$ cat src/rtl/bld_cfg.svh
// constants for the low-battery detector and heavy-load control block
`ifndef BLD_CFG_SVH
`define BLD_CFG_SVH

`define BLD_CLK_HZ      125000000
`define BLD_OSC_HZ      32768
`define BLD_OSC_DIV     (`BLD_CLK_HZ / `BLD_OSC_HZ)
`define BLD_TAP_HZ      2
`define BLD_TAP_HALF    (`BLD_OSC_HZ / (2 * `BLD_TAP_HZ))
`define BLD_WIN_OSC     4

`define BLD_CTRL_IDX    12'h0fa
`define BLD_STAT_IDX    12'h0fb
`define BLD_MASK_IDX    12'h0fc
`define BLD_CTRL_ADDR   (`BLD_CTRL_IDX << 2)
`define BLD_STAT_ADDR   (`BLD_STAT_IDX << 2)
`define BLD_MASK_ADDR   (`BLD_MASK_IDX << 2)

`define BLD_ON_POS      0
`define BLD_RES_POS     1
`define BLD_HL_POS      3
`define BLD_CTRL_RST    4'h0

`define BLD_EV_SAMPLE   0
`define BLD_EV_LOW      1
`define BLD_EV_AUTO     2
`define BLD_EV_RST      3'h0

`define BLD_RESP_OKAY   2'b00
`define BLD_RESP_SLVERR 2'b10

`endif

$ cat src/rtl/bld_pkg.sv
// types shared by the low-battery detector control block
package bld_pkg;
    typedef enum logic {
        BLD_ST_IDLE,
        BLD_ST_WINDOW
    } bld_win_e;
    typedef logic [3:0] bld_nib_t;
endpackage

$ cat src/rtl/bld_ctrl.sv
// low-battery detector control, heavy-load mode and AXI4-Lite registers
`timescale 1ns/1ps
`include "bld_cfg.svh"

module bld_ctrl
    import bld_pkg::*;
#(
    parameter int TAP_HALF = `BLD_TAP_HALF
) (
    // clock and reset
    input  wire logic        aclk,
    input  wire logic        aresetn,
    // AXI4-Lite write address
    input  wire logic [11:0] s_axi_awaddr,
    input  wire logic        s_axi_awvalid,
    output logic             s_axi_awready,
    // AXI4-Lite write data
    input  wire logic [31:0] s_axi_wdata,
    input  wire logic [3:0]  s_axi_wstrb,
    input  wire logic        s_axi_wvalid,
    output logic             s_axi_wready,
    // AXI4-Lite write response
    output logic [1:0]       s_axi_bresp,
    output logic             s_axi_bvalid,
    input  wire logic        s_axi_bready,
    // AXI4-Lite read address
    input  wire logic [11:0] s_axi_araddr,
    input  wire logic        s_axi_arvalid,
    output logic             s_axi_arready,
    // AXI4-Lite read data
    output logic [31:0]      s_axi_rdata,
    output logic [1:0]       s_axi_rresp,
    output logic             s_axi_rvalid,
    input  wire logic        s_axi_rready,
    // analog detector
    input  wire logic        detector_low,
    output logic             detector_enable,
    // mode and interrupt
    output logic             heavy_load_mode,
    output logic             irq
);
    // prescaler enables and synchronised detector level
    logic        osc_tick;
    logic        tap_rise;
    logic        det_low_s;

    // control register fields and heavy-load mode state
    logic        detector_on_bit;
    logic        detector_result_bit;
    logic        heavy_load_mode_bit;
    logic        heavy_reg;

    // sampling window
    bld_win_e    win_state_reg;
    logic [2:0]  win_cnt_reg;
    logic        win_end_reg;

    // write channel holding
    logic        aw_held_reg;
    logic        w_held_reg;
    logic [11:0] waddr_reg;
    logic [31:0] wdata_reg;
    logic [3:0]  wstrb_reg;
    logic        do_write;
    logic        wr_ctrl;
    logic        wr_stat;
    logic        wr_mask;

    // events and read mux
    logic [2:0]  stat_reg;
    logic [2:0]  mask_reg;
    logic [2:0]  ev_now;
    logic        manual_latch;
    logic        new_result;
    logic        result_next;
    logic [31:0] rd_mux;
    logic        rd_hit;

    bld_prescale #(
        .OSC_DIV  (`BLD_OSC_DIV),
        .TAP_HALF (TAP_HALF)
    ) u_prescale (
        .aclk     (aclk),
        .aresetn  (aresetn),
        .osc_tick (osc_tick),
        .tap_rise (tap_rise)
    );

    // the detector output is analog-derived and not tied to aclk
    bld_sync #(
        .WIDTH    (1)
    ) u_sync (
        .aclk     (aclk),
        .aresetn  (aresetn),
        .async_in (detector_low),
        .sync_out (det_low_s)
    );

    // ---------------- write channels ----------------
    always_ff @(posedge aclk) begin
        if (!aresetn) begin
            aw_held_reg   <= 1'b0;
            waddr_reg     <= 12'h000;
            s_axi_awready <= 1'b0;
        end else if (s_axi_awvalid && s_axi_awready) begin
            aw_held_reg   <= 1'b1;
            waddr_reg     <= s_axi_awaddr;
            s_axi_awready <= 1'b0;
        end else if (do_write) begin
            aw_held_reg   <= 1'b0;
        end else begin
            s_axi_awready <= ~aw_held_reg;
        end
    end

    always_ff @(posedge aclk) begin
        if (!aresetn) begin
            w_held_reg   <= 1'b0;
            wdata_reg    <= 32'h0000_0000;
            wstrb_reg    <= 4'h0;
            s_axi_wready <= 1'b0;
        end else if (s_axi_wvalid && s_axi_wready) begin
            w_held_reg   <= 1'b1;
            wdata_reg    <= s_axi_wdata;
            wstrb_reg    <= s_axi_wstrb;
            s_axi_wready <= 1'b0;
        end else if (do_write) begin
            w_held_reg   <= 1'b0;
        end else begin
            s_axi_wready <= ~w_held_reg;
        end
    end

    assign do_write = aw_held_reg && w_held_reg && !s_axi_bvalid;
    assign wr_ctrl  = do_write && wstrb_reg[0] && (waddr_reg == `BLD_CTRL_ADDR);
    assign wr_stat  = do_write && wstrb_reg[0] && (waddr_reg == `BLD_STAT_ADDR);
    assign wr_mask  = do_write && wstrb_reg[0] && (waddr_reg == `BLD_MASK_ADDR);

    always_ff @(posedge aclk) begin
        if (!aresetn) begin
            s_axi_bvalid <= 1'b0;
            s_axi_bresp  <= `BLD_RESP_OKAY;
        end else if (do_write) begin
            s_axi_bvalid <= 1'b1;
            if (waddr_reg == `BLD_CTRL_ADDR || waddr_reg == `BLD_STAT_ADDR ||
                waddr_reg == `BLD_MASK_ADDR) begin
                s_axi_bresp <= `BLD_RESP_OKAY;
            end else begin
                s_axi_bresp <= `BLD_RESP_SLVERR;
            end
        end else if (s_axi_bready) begin
            s_axi_bvalid <= 1'b0;
        end
    end

    // ---------------- read channel ----------------
    always_comb begin
        rd_mux = 32'h0000_0000;
        rd_hit = 1'b1;
        case (s_axi_araddr)
            `BLD_CTRL_ADDR: begin
                rd_mux[`BLD_HL_POS]  = heavy_load_mode_bit;
                rd_mux[`BLD_RES_POS] = detector_result_bit;
                rd_mux[`BLD_ON_POS]  = detector_on_bit;
            end
            `BLD_STAT_ADDR: begin
                rd_mux[2:0] = stat_reg;
            end
            `BLD_MASK_ADDR: begin
                rd_mux[2:0] = mask_reg;
            end
            default: begin
                rd_hit = 1'b0;
            end
        endcase
    end

    always_ff @(posedge aclk) begin
        if (!aresetn) begin
            s_axi_arready <= 1'b0;
            s_axi_rvalid  <= 1'b0;
            s_axi_rdata   <= 32'h0000_0000;
            s_axi_rresp   <= `BLD_RESP_OKAY;
        end else if (s_axi_arvalid && s_axi_arready) begin
            s_axi_arready <= 1'b0;
            s_axi_rvalid  <= 1'b1;
            s_axi_rdata   <= rd_mux;
            s_axi_rresp   <= rd_hit ? `BLD_RESP_OKAY : `BLD_RESP_SLVERR;
        end else if (s_axi_rvalid) begin
            if (s_axi_rready) begin
                s_axi_rvalid <= 1'b0;
            end
        end else begin
            s_axi_arready <= 1'b1;
        end
    end

    // ---------------- control bits ----------------
    // only D0 and D3 are storage; D1 and D2 write data is dropped
    always_ff @(posedge aclk) begin
        if (!aresetn) begin
            detector_on_bit     <= 1'(`BLD_CTRL_RST >> `BLD_ON_POS);
            heavy_load_mode_bit <= 1'(`BLD_CTRL_RST >> `BLD_HL_POS);
        end else if (wr_ctrl) begin
            detector_on_bit     <= wdata_reg[`BLD_ON_POS];
            heavy_load_mode_bit <= wdata_reg[`BLD_HL_POS];
        end
    end

    assign manual_latch = wr_ctrl && detector_on_bit && !wdata_reg[`BLD_ON_POS];

    // both paths take the same synchronised detector level
    assign new_result  = manual_latch || win_end_reg;
    assign result_next = det_low_s;

    always_ff @(posedge aclk) begin
        if (!aresetn) begin
            detector_result_bit <= 1'(`BLD_CTRL_RST >> `BLD_RES_POS);
        end else if (manual_latch) begin
            detector_result_bit <= result_next;
        end else if (win_end_reg) begin
            detector_result_bit <= result_next;
        end
    end

    // ---------------- heavy-load mode ----------------
    // entries win over the release, so a low sample is never dropped
    always_ff @(posedge aclk) begin
        if (!aresetn) begin
            heavy_reg <= 1'b0;
        end else if (wr_ctrl && wdata_reg[`BLD_HL_POS]) begin
            heavy_reg <= 1'b1;
        end else if (new_result && result_next) begin
            heavy_reg <= 1'b1;
        end else if (win_end_reg && !result_next && !heavy_load_mode_bit &&
                     !(wr_ctrl && wdata_reg[`BLD_HL_POS])) begin
            heavy_reg <= 1'b0;
        end
    end

    // ---------------- sampling window ----------------
    // the window is timed in oscillator cycles, not aclk cycles
    always_ff @(posedge aclk) begin
        if (!aresetn) begin
            win_state_reg <= BLD_ST_IDLE;
            win_cnt_reg   <= 3'h0;
            win_end_reg   <= 1'b0;
        end else begin
            win_end_reg <= 1'b0;
            case (win_state_reg)
                BLD_ST_IDLE: begin
                    if (heavy_reg && tap_rise) begin
                        win_state_reg <= BLD_ST_WINDOW;
                        win_cnt_reg   <= 3'h0;
                    end
                end
                BLD_ST_WINDOW: begin
                    if (osc_tick) begin
                        if (win_cnt_reg == 3'(`BLD_WIN_OSC - 1)) begin
                            win_state_reg <= BLD_ST_IDLE;
                            win_end_reg   <= 1'b1;
                        end else begin
                            win_cnt_reg <= win_cnt_reg + 3'h1;
                        end
                    end
                end
                default: begin
                    win_state_reg <= BLD_ST_IDLE;
                end
            endcase
        end
    end

    // ---------------- outputs ----------------
    // a manual request during heavy-load mode still powers the detector;
    // software is expected not to do that
    always_ff @(posedge aclk) begin
        if (!aresetn) begin
            detector_enable <= 1'b0;
            heavy_load_mode <= 1'b0;
        end else begin
            detector_enable <= detector_on_bit ||
                               (win_state_reg == BLD_ST_WINDOW);
            heavy_load_mode <= heavy_reg;
        end
    end

    // ---------------- interrupt status ----------------
    always_comb begin
        ev_now                 = 3'h0;
        ev_now[`BLD_EV_SAMPLE] = win_end_reg;
        ev_now[`BLD_EV_LOW]    = new_result && result_next && !detector_result_bit;
        ev_now[`BLD_EV_AUTO]   = new_result && result_next && !heavy_reg;
    end

    // a new event in the clearing cycle stays set
    always_ff @(posedge aclk) begin
        if (!aresetn) begin
            stat_reg <= `BLD_EV_RST;
        end else if (wr_stat) begin
            stat_reg <= (stat_reg & ~wdata_reg[2:0]) | ev_now;
        end else begin
            stat_reg <= stat_reg | ev_now;
        end
    end

    always_ff @(posedge aclk) begin
        if (!aresetn) begin
            mask_reg <= `BLD_EV_RST;
        end else if (wr_mask) begin
            mask_reg <= wdata_reg[2:0];
        end
    end

    always_ff @(posedge aclk) begin
        if (!aresetn) begin
            irq <= 1'b0;
        end else begin
            irq <= |(stat_reg & mask_reg);
        end
    end
endmodule

$ cat src/rtl/bld_prescale.sv
// oscillator-rate enable and 2 Hz tap rising-edge pulse
`timescale 1ns/1ps
module bld_prescale #(
    parameter int OSC_DIV  = 3814,
    parameter int TAP_HALF = 8192
) (
    // clock and reset
    input  wire logic aclk,
    input  wire logic aresetn,
    // enables
    output logic      osc_tick,
    output logic      tap_rise
);
    logic [11:0] div_reg;
    logic [13:0] tap_cnt_reg;
    logic        tap_reg;

    // one pulse per oscillator period, counted up from the fast clock
    always_ff @(posedge aclk) begin
        if (!aresetn) begin
            div_reg  <= 12'h000;
            osc_tick <= 1'b0;
        end else if (div_reg == 12'(OSC_DIV - 1)) begin
            div_reg  <= 12'h000;
            osc_tick <= 1'b1;
        end else begin
            div_reg  <= div_reg + 12'h001;
            osc_tick <= 1'b0;
        end
    end

    // 2 Hz square tap; its rising edge starts a sampling window in heavy-load mode
    always_ff @(posedge aclk) begin
        if (!aresetn) begin
            tap_cnt_reg <= 14'h0000;
            tap_reg     <= 1'b0;
            tap_rise    <= 1'b0;
        end else begin
            tap_rise <= 1'b0;
            if (osc_tick) begin
                if (tap_cnt_reg == 14'(TAP_HALF - 1)) begin
                    tap_cnt_reg <= 14'h0000;
                    tap_reg     <= ~tap_reg;
                    tap_rise    <= ~tap_reg;
                end else begin
                    tap_cnt_reg <= tap_cnt_reg + 14'h0001;
                end
            end
        end
    end
endmodule

$ cat src/rtl/bld_sync.sv
// two-flop synchroniser for asynchronous level inputs
`timescale 1ns/1ps
module bld_sync #(
    parameter int WIDTH = 1
) (
    // clock and reset
    input  wire logic             aclk,
    input  wire logic             aresetn,
    // level in and out
    input  wire logic [WIDTH-1:0] async_in,
    output logic      [WIDTH-1:0] sync_out
);
    logic [WIDTH-1:0] meta_reg;

    always_ff @(posedge aclk) begin
        if (!aresetn) begin
            meta_reg <= '0;
            sync_out <= '0;
        end else begin
            meta_reg <= async_in;
            sync_out <= meta_reg;
        end
    end
endmodule

$ cat config.mk
export PLATFORM = sky130hd
export DESIGN_NAME = bld_ctrl
export DESIGN_NICKNAME = d
export VERILOG_FILES = /design/src/rtl/bld_pkg.sv /design/src/rtl/bld_ctrl.sv /design/src/rtl/bld_prescale.sv /design/src/rtl/bld_sync.sv
export VERILOG_INCLUDE_DIRS = /design/src /design/src/rtl
export SDC_FILE = /design/constraint.sdc
export NUM_CORES = 1
export LEC_CHECK = 0
export BUFFER_PORTS_ARGS = -buffer_cell sky130_fd_sc_hd__clkbuf_2
export CAP_MARGIN = 15
export CORE_ASPECT_RATIO = 1.1
export CORE_MARGIN = 1.5
export CORE_UTILIZATION = 40
export CTS_BUF_LIST = sky130_fd_sc_hd__clkbuf_8
export CTS_CLUSTER_SIZE = 14
export DETAILED_ROUTE_END_ITERATION = 10
export PLACE_DENSITY = 0.67
export RECOVER_POWER = 25
export SLEW_MARGIN = 20
export SYNTH_ARGS = -nofsm -noshare
export SYNTH_HDL_FRONTEND = slang
export SYNTH_SLANG_ARGS = --single-unit
$ cat constraint.sdc
create_clock -name aclk -period 4.58 [get_ports aclk]
set_clock_uncertainty 0.1 [all_clocks]
set_input_delay 0.229 -clock aclk [delete_from_list [all_inputs] [get_ports aclk]]
set_output_delay 0.229 -clock aclk [all_outputs]
set_load 0.1 [all_outputs]
==> results of run 1 <==
==> metrics by stage <==
| step | hold WS, ns | std cells |
|---|---|---|
| finish | 0.0281 | 579 |
| global route | 0.0398 | 579 |
| CTS | 0.00241 | 579 |
| detailed placement | 0.331 | 551 |
| global placement | 0.326 | 551 |
| floorplan | 0.256 | 431 |
==> critical path, delay by kind of cell <==
| family | cells | cell delay (ns) |
|---|---|---|
| compound gates | 1 | 0.12 |
| buf+inv | 3 | 1.74 |
| simple gates | 1 | 0.12 |
==> kinds of logic (layout without fill, tap and decap cells) <==
family | after synthesis | in the layout | synth area share
compound gates | 59 | 59 | 0.100
xor+xnor | 24 | 24 | 0.0598
fa+ha+maj | 5 | 5 | 0.0178
buf+inv | 49 | 86 | 0.0850
flops | 79 | 79 | 0.450
mux | 2 | 2 | 0.00605
other cells | 1 | 30 | 0.00107
simple gates | 183 | 183 | 0.281
==> metal layers <==
layer,part of all wire,up-vias
met5,0,-
met4,0.013,0
met3,0.036,10
met2,0.49,67
li1,-,1438
met1,0.46,1280
==> cells in the final DEF (no fill, tap or decap), drive strengths merged, types with 6 or more instances in the layout <==
cell type / count
a21oi: 33
and2: 7
clkbuf: 60
conb: 30
dfxtp: 79
dlygate4sd3: 12
inv: 7
nand2: 50
nand2b: 10
nand3: 18
nand4: 11
nor2: 47
nor3: 8
nor4: 6
o21ai: 12
xnor2: 12
xor2: 12
==> power groups by stage <==
stage | sequential, uW | clock [uW] | combinational (uW)
floorplan | 763 | 0 | 171
global route | 720 | 503 | 233
global placement | 732 | 0 | 212
finish | 717 | 457 | 220
detailed placement | 733 | 0 | 214
CTS | 717 | 473 | 222
==> final cells by class <==
| type | count | area, um2 |
|---|---|---|
| timing repair buffer | 63 | 374 |
| tap | 111 | 139 |
| sequential | 79 | 1580 |
| multi-input combinational | 303 | 1730 |
| clock inverter | 6 | 37.5 |
| inverter | 7 | 26.3 |
| clock buffer | 10 | 138 |
| fill | 811 | 4430 |
==> what timing repair did <==
item | in CTS | in global routing
hold buffers | 12 | 0
endpoints found under the hold margin | 12 | 0
gates resized for setup | 0 | 0
==> worst max-delay path by stage <==
stage	startpoint	to	slack [ns]
after floorplan	s_axi_bvalid$_SDFFE_PN0P_	stat_reg[1]$_SDFF_PN0_	2.49
after global placement	u_prescale.tap_cnt_reg[0]$_SDFFE_PN0P_	u_prescale.tap_cnt_reg[13]$_SDFFE_PN0P_	2.58
after detailed placement	u_prescale.tap_cnt_reg[0]$_SDFFE_PN0P_	u_prescale.tap_cnt_reg[13]$_SDFFE_PN0P_	2.54
after CTS	u_prescale.tap_cnt_reg[0]$_SDFFE_PN0P_	u_prescale.tap_cnt_reg[13]$_SDFFE_PN0P_	2.52
after global routing	u_prescale.tap_cnt_reg[0]$_SDFFE_PN0P_	u_prescale.tap_cnt_reg[13]$_SDFFE_PN0P_	2.23
final	aresetn	stat_reg[2]$_SDFF_PN0_	2.54
==> results.json, run 1 <==
{
  "clkTransAtPathRegs_ns": 0.08,
  "critPathMaxFanout": 26,
  "clkSinkCount": 79,
  "met2_usage": 0.252,
  "n_antenna_cell": 0,
  "drt_pass1_iterations": 4,
  "drive_above_1_share": 0.154,
  "rsz0062_at_grt": "no",
  "vias": 2795,
  "p_switching_uw": 445,
  "wirelength_um": 6570,
  "ios": 112,
  "hp-start": "s_axi_awaddr[2]",
  "overflow": 0,
  "die_w_um": 92.4,
  "post_cts_buffers": 0,
  "gp_congestion": 0.725,
  "clock_latency_ns": 0.34,
  "synth_cell_types": 49,
  "reg2reg_depth": 5,
  "core_area_um2": 8450,
  "startpoint_type": "input pin",
  "avgRoutedWirePerCell_um": 11.3,
  "max_clock_freq_ghz": 0.490,
  "worstPathCellList": "clkbuf_1, clkinv_1, buf_4, nor2_1, a32o_1",
  "sw_frac_of_total": 0.319,
  "total_power_uw": 1390,
  "place_ws_ns": 2.54,
  "synth_edf_count": 0,
  "max_stage_delay_ns": 0.69,
  "die_area_um2": 9360,
  "drt-initial-drc-count": 116,
  "combPwrFrac": 0.158,
  "vias_per_cell": 4.83,
  "grt_pass1_wl_um": 11200,
  "hold_viol": 0,
  "synthToLayoutAreaGrowth_pct": 14.4,
  "synth_cells": 402,
  "syn_area_um2": 3520,
  "ir_drop_uv": 166,
  "synth.most_common_cell": "dfxtp_1",
  "synthTopCellsByArea": "dfxtp_1, buf_4, nand2_1",
  "fin_nets": 536,
  "cp_slowest_cell": "clkinv_1",
  "placed_cell_area_um2": 3750,
  "maxCapViolations": 0,
  "drv_slew": 0,
  "largest_reg_flops": 14,
  "powerDensity_nw_per_um2": 347,
  "crit_type": "in -> reg",
  "finalSetupTns_ns": 0,
  "seq_area_frac_synth": 0.450,
  "setup_violations": 0,
  "cts.path.max_buffers": 2,
  "hold_path_depth": 3,
  "tightest_slew_ns": 1.16,
  "cts-root-buf": "clkbuf_8",
  "ys_seq_elements": 79,
  "cts_max_level": 3,
  "reg2reg_to": "u_prescale.tap_cnt_reg[13]$_SDFFE_PN0P_",
  "reg2reg_slack_ns": 2.56,
  "grt_util_met3": 0.0285,
  "utilization": 0.476,
  "cts_tree": "built",
  "stdcell_area_um2": 4020,
  "synthDominantCellAreaShare": 0.450,
  "synth_commonest_cells": "dfxtp_1, nand2_1, nor2_1, a21oi_1, buf_4",
  "final.setup.worst_slack_ns": 2.54,
  "pwr-share-clk": 0.328,
  "post-route-drc-count": 0,
  "period_share": 0.445,
  "p_leak_uw": 0.00154,
  "ys_async_sr_fraction": 0,
  "grt_pass1_vias": 2559,
  "antenna_found_initial": 0,
  "rr_startpoint": "u_prescale.tap_cnt_reg[0]$_SDFFE_PN0P_",
  "seqPwrFrac": 0.514,
  "rows": 35,
  "hold_end": "waddr_reg[2]$_SDFFE_PN0P_",
  "dpl.hpwl_um": 4620,
  "slew-limit-headroom": 0.229,
  "die_h_um": 101,
  "track_usage": 0.148,
  "io_buffers": 50,
  "hp-class": "in -> reg",
  "intPower_uw": 949,
  "ys_warn_count": 0,
  "grt_max_degree": 27,
  "cp-end-kind": "register",
  "cts_buffers": 9,
  "postRouteAntennaNets": 0,
  "period_minus_slack_ns": 2.04,
  "syn_area_per_cell_um2": 8.75,
  "crit_arrival_ns": 2.22,
  "synthFlopType": "dfxtp_1",
  "critPathRequiredTime_ns": 4.76,
  "gr-usage-met1": 0.177,
  "initial_core_util": 0.416,
  "grt-busiest-layer": "met2",
  "status": "finished, final reports clean",
  "yosysTopAreaCell": "dfxtp_1"
}
Note: power is estimated with default switching activity, not from simulation.
==> inputs of run 2 (changes only) <==
--- a/config.mk
+++ b/config.mk
@@ -14,7 +14,7 @@
 export CTS_BUF_LIST = sky130_fd_sc_hd__clkbuf_8
 export CTS_CLUSTER_SIZE = 14
 export DETAILED_ROUTE_END_ITERATION = 10
-export PLACE_DENSITY = 0.67
+export PLACE_DENSITY = 0.7
 export RECOVER_POWER = 25
 export SLEW_MARGIN = 20
 export SYNTH_ARGS = -nofsm -noshare
==> constraint.sdc (replaced) <==
create_clock -name aclk -period 1.7 [get_ports aclk]
set_clock_uncertainty 0.1 [all_clocks]
set_input_delay 0.085 -clock aclk [delete_from_list [all_inputs] [get_ports aclk]]
set_output_delay 0.085 -clock aclk [all_outputs]
set_load 0.1 [all_outputs]
==> results.json, run 2 (same netlist as run 1, synthesis figures left out) <==
{
  "slew-limit-headroom": 0.634,
  "multi_input_comb_area_um2": 1760,
  "rr_startpoint": "waddr_reg[10]$_SDFFE_PN0P_",
  "clock_latency_ns": 0.35,
  "period_minus_slack_ns": 1.68,
  "core_area_um2": 8450,
  "drt_pass1_iterations": 4,
  "powerDensity_nw_per_um2": 951,
  "rows": 35,
  "drive_above_1_share": 0.213,
  "gp_congestion": 0.788,
  "total_power_uw": 4240,
  "period_share": 0.987,
  "cts_tree": "built",
  "antenna_found_initial": 0,
  "grt_pass1_vias": 2878,
  "rsz0062_at_grt": "yes",
  "vias_per_cell": 4.81,
  "clkTransAtPathRegs_ns": 0.08,
  "hp-class": "in -> reg",
  "reg2reg_to": "stat_reg[1]$_SDFF_PN0_",
  "overflow": 0,
  "wirelength_um": 7130,
  "initial_core_util": 0.416,
  "p_leak_uw": 0.00175,
  "ios": 112,
  "hold_viol": 0,
  "nFillCells": 780,
  "avgRoutedWirePerCell_um": 11.6,
  "io_buffers": 50,
  "hold_end": "s_axi_rvalid$_SDFF_PN0_",
  "crit_type": "reg -> reg",
  "max_clock_freq_ghz": 0.596,
  "mostFrequentLayoutCell": "dfxtp_1",
  "status": "finished, final reports clean",
  "synthToLayoutAreaGrowth_pct": 26.9,
  "ir_drop_uv": 981,
  "postRouteAntennaNets": 0,
  "grt_pass1_wl_um": 12300,
  "cts-root-buf": "clkbuf_8",
  "maxCapViolations": 0,
  "cts_buffers": 9,
  "die_w_um": 92.4,
  "cts.path.max_buffers": 2,
  "hold_ws_ns": 0.0174,
  "fin_nets": 574,
  "largest_reg_flops": 14,
  "die_h_um": 101,
  "tightest_slew_ns": 0.552,
  "critPathRequiredTime_ns": 1.84,
  "hold_path_depth": 3,
  "cts_max_level": 3,
  "register_area_um2": 1590,
  "reg2reg_depth": 6,
  "track_usage": 0.165,
  "startpoint_type": "register",
  "drv_slew": 0,
  "grt_max_degree": 44,
  "setup_violations": 0,
  "clkSinkCount": 79,
  "crit_arrival_ns": 1.82,
  "final_cell_mix": "dfxtp_1, nand2_1, clkbuf_2, nor2_1, a21oi_1",
  "critPathMaxFanout": 5,
  "die_area_um2": 9360,
  "post-route-drc-count": 0,
  "drt-initial-drc-count": 113,
  "reg2reg_slack_ns": 0.02,
  "dpl.hpwl_um": 4860,
  "n_antenna_cell": 0,
  "vias": 2966,
  "hp-start": "s_axi_arvalid",
  "cp-end-kind": "register"
}
run 2: how the worst max path moves through the flow:
stage	startpoint	endpoint	cells after the start
2_1_floorplan	s_axi_bvalid$_SDFFE_PN0P_	stat_reg[1]$_SDFF_PN0_	4
3_3_place_gp	waddr_reg[1]$_SDFFE_PN0P_	stat_reg[1]$_SDFF_PN0_	4
3_5_place_dp	waddr_reg[1]$_SDFFE_PN0P_	stat_reg[1]$_SDFF_PN0_	4
4_1_cts	s_axi_bvalid$_SDFFE_PN0P_	stat_reg[1]$_SDFF_PN0_	6
5_1_grt	u_prescale.tap_cnt_reg[1]$_SDFFE_PN0P_	u_prescale.tap_reg$_SDFFE_PN0P_	6
6_report	waddr_reg[10]$_SDFFE_PN0P_	stat_reg[1]$_SDFF_PN0_	6
run 2: area by class of cell:
type	instances	area share
Clock inverter	6	0.0244
Inverter	7	0.00589
Multi-Input combinational cell	303	0.395
Timing Repair Buffer	101	0.157
Tap cell	111	0.0311
Clock buffer	10	0.0308
Sequential cell	79	0.356
run 2: through the flow:
step	setup TNS, ns	area, um2	util	worst slack, ns	cells
CTS	0	4430	0.524	0.00368	615
finish	0	4460	0.528	0.0217	617
global placement	-0.100	3910	0.462	-0.0484	571
detailed placement	-0.173	3910	0.462	-0.0754	571
floorplan	-0.117	3630	-	-0.0548	431
global route	-0.585	4460	0.528	-0.0709	617
run 2: repair_timing:
| action | in CTS | in global routing |
|---|---|---|
| setup endpoints to repair | 5 | 20 |
| hold buffers | 26 | 0 |
| pin swaps | 4 | 3 |
| buffers inserted | 1 | 2 |
| cloned | 1 | 0 |
| resized for setup | 1 | 7 |
| hold endpoints to repair | 21 | 0 |
run 2: worst max-delay path, cell delays in order (launching register included):
cell and delay, ns:
dfxtp_2 0.33, nand4bb_4 0.23, buf_6 0.14, nor4_4 0.28
buf_6 0.16, a41oi_1 0.13, a31o_1 0.21
run 2: metal layers:
| metal | wire, um | GRT usage | part of all wire | vias up |
|---|---|---|---|---|
| met5 | 0 | 0 | 0 | - |
| met4 | 103 | 0.0722 | 0.014 | 0 |
| met3 | 252 | 0.0458 | 0.035 | 13 |
| met2 | 3790 | 0.299 | 0.53 | 68 |
| met1 | 2980 | 0.178 | 0.42 | 1369 |
| li1 | - | - | - | 1516 |
run 2: power breakdown:
| part | internal [uW] | switching [uW] |
|---|---|---|
| sequential | 1890 | 35.8 |
| clock | 1010 | 659 |
| combinational | 139 | 507 |
==> inputs of run 3 (changes only) <==
--- a/config.mk
+++ b/config.mk
@@ -16,6 +16,7 @@
 export DETAILED_ROUTE_END_ITERATION = 10
 export PLACE_DENSITY = 0.7
 export RECOVER_POWER = 25
+export REMOVE_ABC_BUFFERS = 1
 export SLEW_MARGIN = 20
 export SYNTH_ARGS = -nofsm -noshare
 export SYNTH_HDL_FRONTEND = slang
==> results.json, run 3 (same netlist as run 1, synthesis figures left out) <==
{
  "ir_drop_uv": 524,
  "core_area_um2": 8450,
  "nFillCells": 788,
  "rows": 35,
  "crit_type": "reg -> reg",
  "grt_pass1_wl_um": 11900,
  "dpl.hpwl_um": 4850,
  "mostFrequentLayoutCell": "dfxtp_1",
  "hp-start": "s_axi_araddr[2]",
  "maxCapViolations": 0,
  "final_cell_mix": "dfxtp_1, nand2_1, clkbuf_2, nor2_1, a21oi_1",
  "drive_above_1_share": 0.209,
  "cp-end-kind": "register",
  "clkSinkCount": 79,
  "p_leak_uw": 0.00174,
  "cts-root-buf": "clkbuf_8",
  "tightest_slew_ns": 0.550,
  "max_stage_delay_ns": 0.35,
  "rr_startpoint": "waddr_reg[1]$_SDFFE_PN0P_",
  "cts.path.max_buffers": 2,
  "n_antenna_cell": 0,
  "vias": 2971,
  "grt_pass1_vias": 2818,
  "die_h_um": 101,
  "final.setup.worst_slack_ns": -0.0700,
  "reg2reg_to": "stat_reg[1]$_SDFF_PN0_",
  "slew-limit-headroom": 0.635,
  "hold_end": "s_axi_rdata[3]$_SDFFE_PN0P_",
  "clock_latency_ns": 0.35,
  "reg2reg_slack_ns": -0.07,
  "finalSetupTns_ns": -0.129,
  "grt_max_degree": 44,
  "initial_core_util": 0.416,
  "placed_cell_area_um2": 3900,
  "drv_slew": 0,
  "period_minus_slack_ns": 1.77,
  "avgRoutedWirePerCell_um": 11.6,
  "powerDensity_nw_per_um2": 914,
  "drt_pass1_iterations": 5,
  "critPathMaxFanout": 5,
  "vias_per_cell": 4.84,
  "synthToLayoutAreaGrowth_pct": 26.1,
  "total_power_uw": 4050,
  "die_area_um2": 9360,
  "clkTransAtPathRegs_ns": 0.08,
  "critPathRequiredTime_ns": 1.84,
  "hold_viol": 0,
  "largest_reg_flops": 14,
  "cts_tree": "built",
  "gp_congestion": 0.811,
  "post-route-drc-count": 0,
  "cts_max_level": 3,
  "crit_arrival_ns": 1.91,
  "antenna_found_initial": 0,
  "track_usage": 0.158,
  "hp-class": "in -> reg",
  "drt-initial-drc-count": 95,
  "stdcell_area_um2": 4440,
  "cp_slowest_cell": "nor4_4",
  "die_w_um": 92.4,
  "period_share": 1.04,
  "status": "complete, but fails checks",
  "wirelength_um": 7120,
  "fin_nets": 573,
  "worstPathCellList": "nand4b_1, buf_4, nor4_4, buf_4, a41oi_2, a31o_1",
  "place_ws_ns": -0.0376,
  "rsz0062_at_grt": "yes",
  "startpoint_type": "register",
  "overflow": 0,
  "max_clock_freq_ghz": 0.565,
  "cts_buffers": 9,
  "reg2reg_depth": 6,
  "ios": 112,
  "setup_violations": 4,
  "postRouteAntennaNets": 0,
  "cp_common_cell": "buf_4",
  "io_buffers": 50,
  "hold_path_depth": 3,
  "violations": "setup timing"
}
==> run 3: cell type report <==
cell class              count  area (um2)  share of cell area
multi-input cells         303        1780               0.402
flip-flops and latches     79        1590               0.357
repair buffers            100         692               0.156
well taps                 111         139              0.0313
clock buffers              10         138              0.0310
clock inverters             4        72.6              0.0164
inverters                   7        26.3             0.00592
==> run 3: power by group <==
group / total [uW] / leakage, uW / switching, uW / internal [uW]
Sequential: 1930 / 0.000642 / 37.5 / 1890
Combinational: 648 / 0.000984 / 508 / 140
Clock: 1470 / 0.000110 / 625 / 848
==> run 3: metrics by stage <==
step | util | hold WS [ns] | std cells
global route | 0.525 | 0.0346 | 614
detailed placement | 0.461 | 0.209 | 569
floorplan | - | 0.101 | 389
finish | 0.525 | 0.0328 | 614
global placement | 0.461 | 0.207 | 569
CTS | 0.517 | 0.00469 | 609
==> run 3: worst max-delay path by stage <==
stage | start | end | slack [ns]
floorplan | s_axi_bvalid$_SDFFE_PN0P_ | stat_reg[1]$_SDFF_PN0_ | -0.39
global placement | waddr_reg[1]$_SDFFE_PN0P_ | stat_reg[1]$_SDFF_PN0_ | -0.001
detailed placement | waddr_reg[1]$_SDFFE_PN0P_ | stat_reg[2]$_SDFF_PN0_ | -0.04
CTS | waddr_reg[1]$_SDFFE_PN0P_ | stat_reg[2]$_SDFF_PN0_ | -0.06
global route | waddr_reg[1]$_SDFFE_PN0P_ | stat_reg[1]$_SDFF_PN0_ | -0.14
finish | waddr_reg[1]$_SDFFE_PN0P_ | stat_reg[1]$_SDFF_PN0_ | -0.07
==> run 3: worst max-delay path, delay by kind of cell, from the launching register on <==
family | cells | cell delay, ns
simple gates | 2 | 0.57
buf+inv | 2 | 0.37
flops | 1 | 0.32
compound gates | 2 | 0.30
==> run 3: per-layer routing <==
metal	GRT usage	vias up	wire length (um)
met5	0	-	0
met4	0.0592	0	106
met3	0.0435	9	372
met2	0.281	85	3580
met1	0.182	1364	3060
li1	-	1513	-
==> run 3: timing repair <==
item | 4_1_cts | 5_1_grt
pin swaps | 4 | 8
hold endpoints to repair | 20 | 0
hold buffers | 26 | 0
gates resized for setup | 0 | 11
setup buffers | 0 | 5
gates cloned | 0 | 0
setup endpoints to repair | 3 | 22
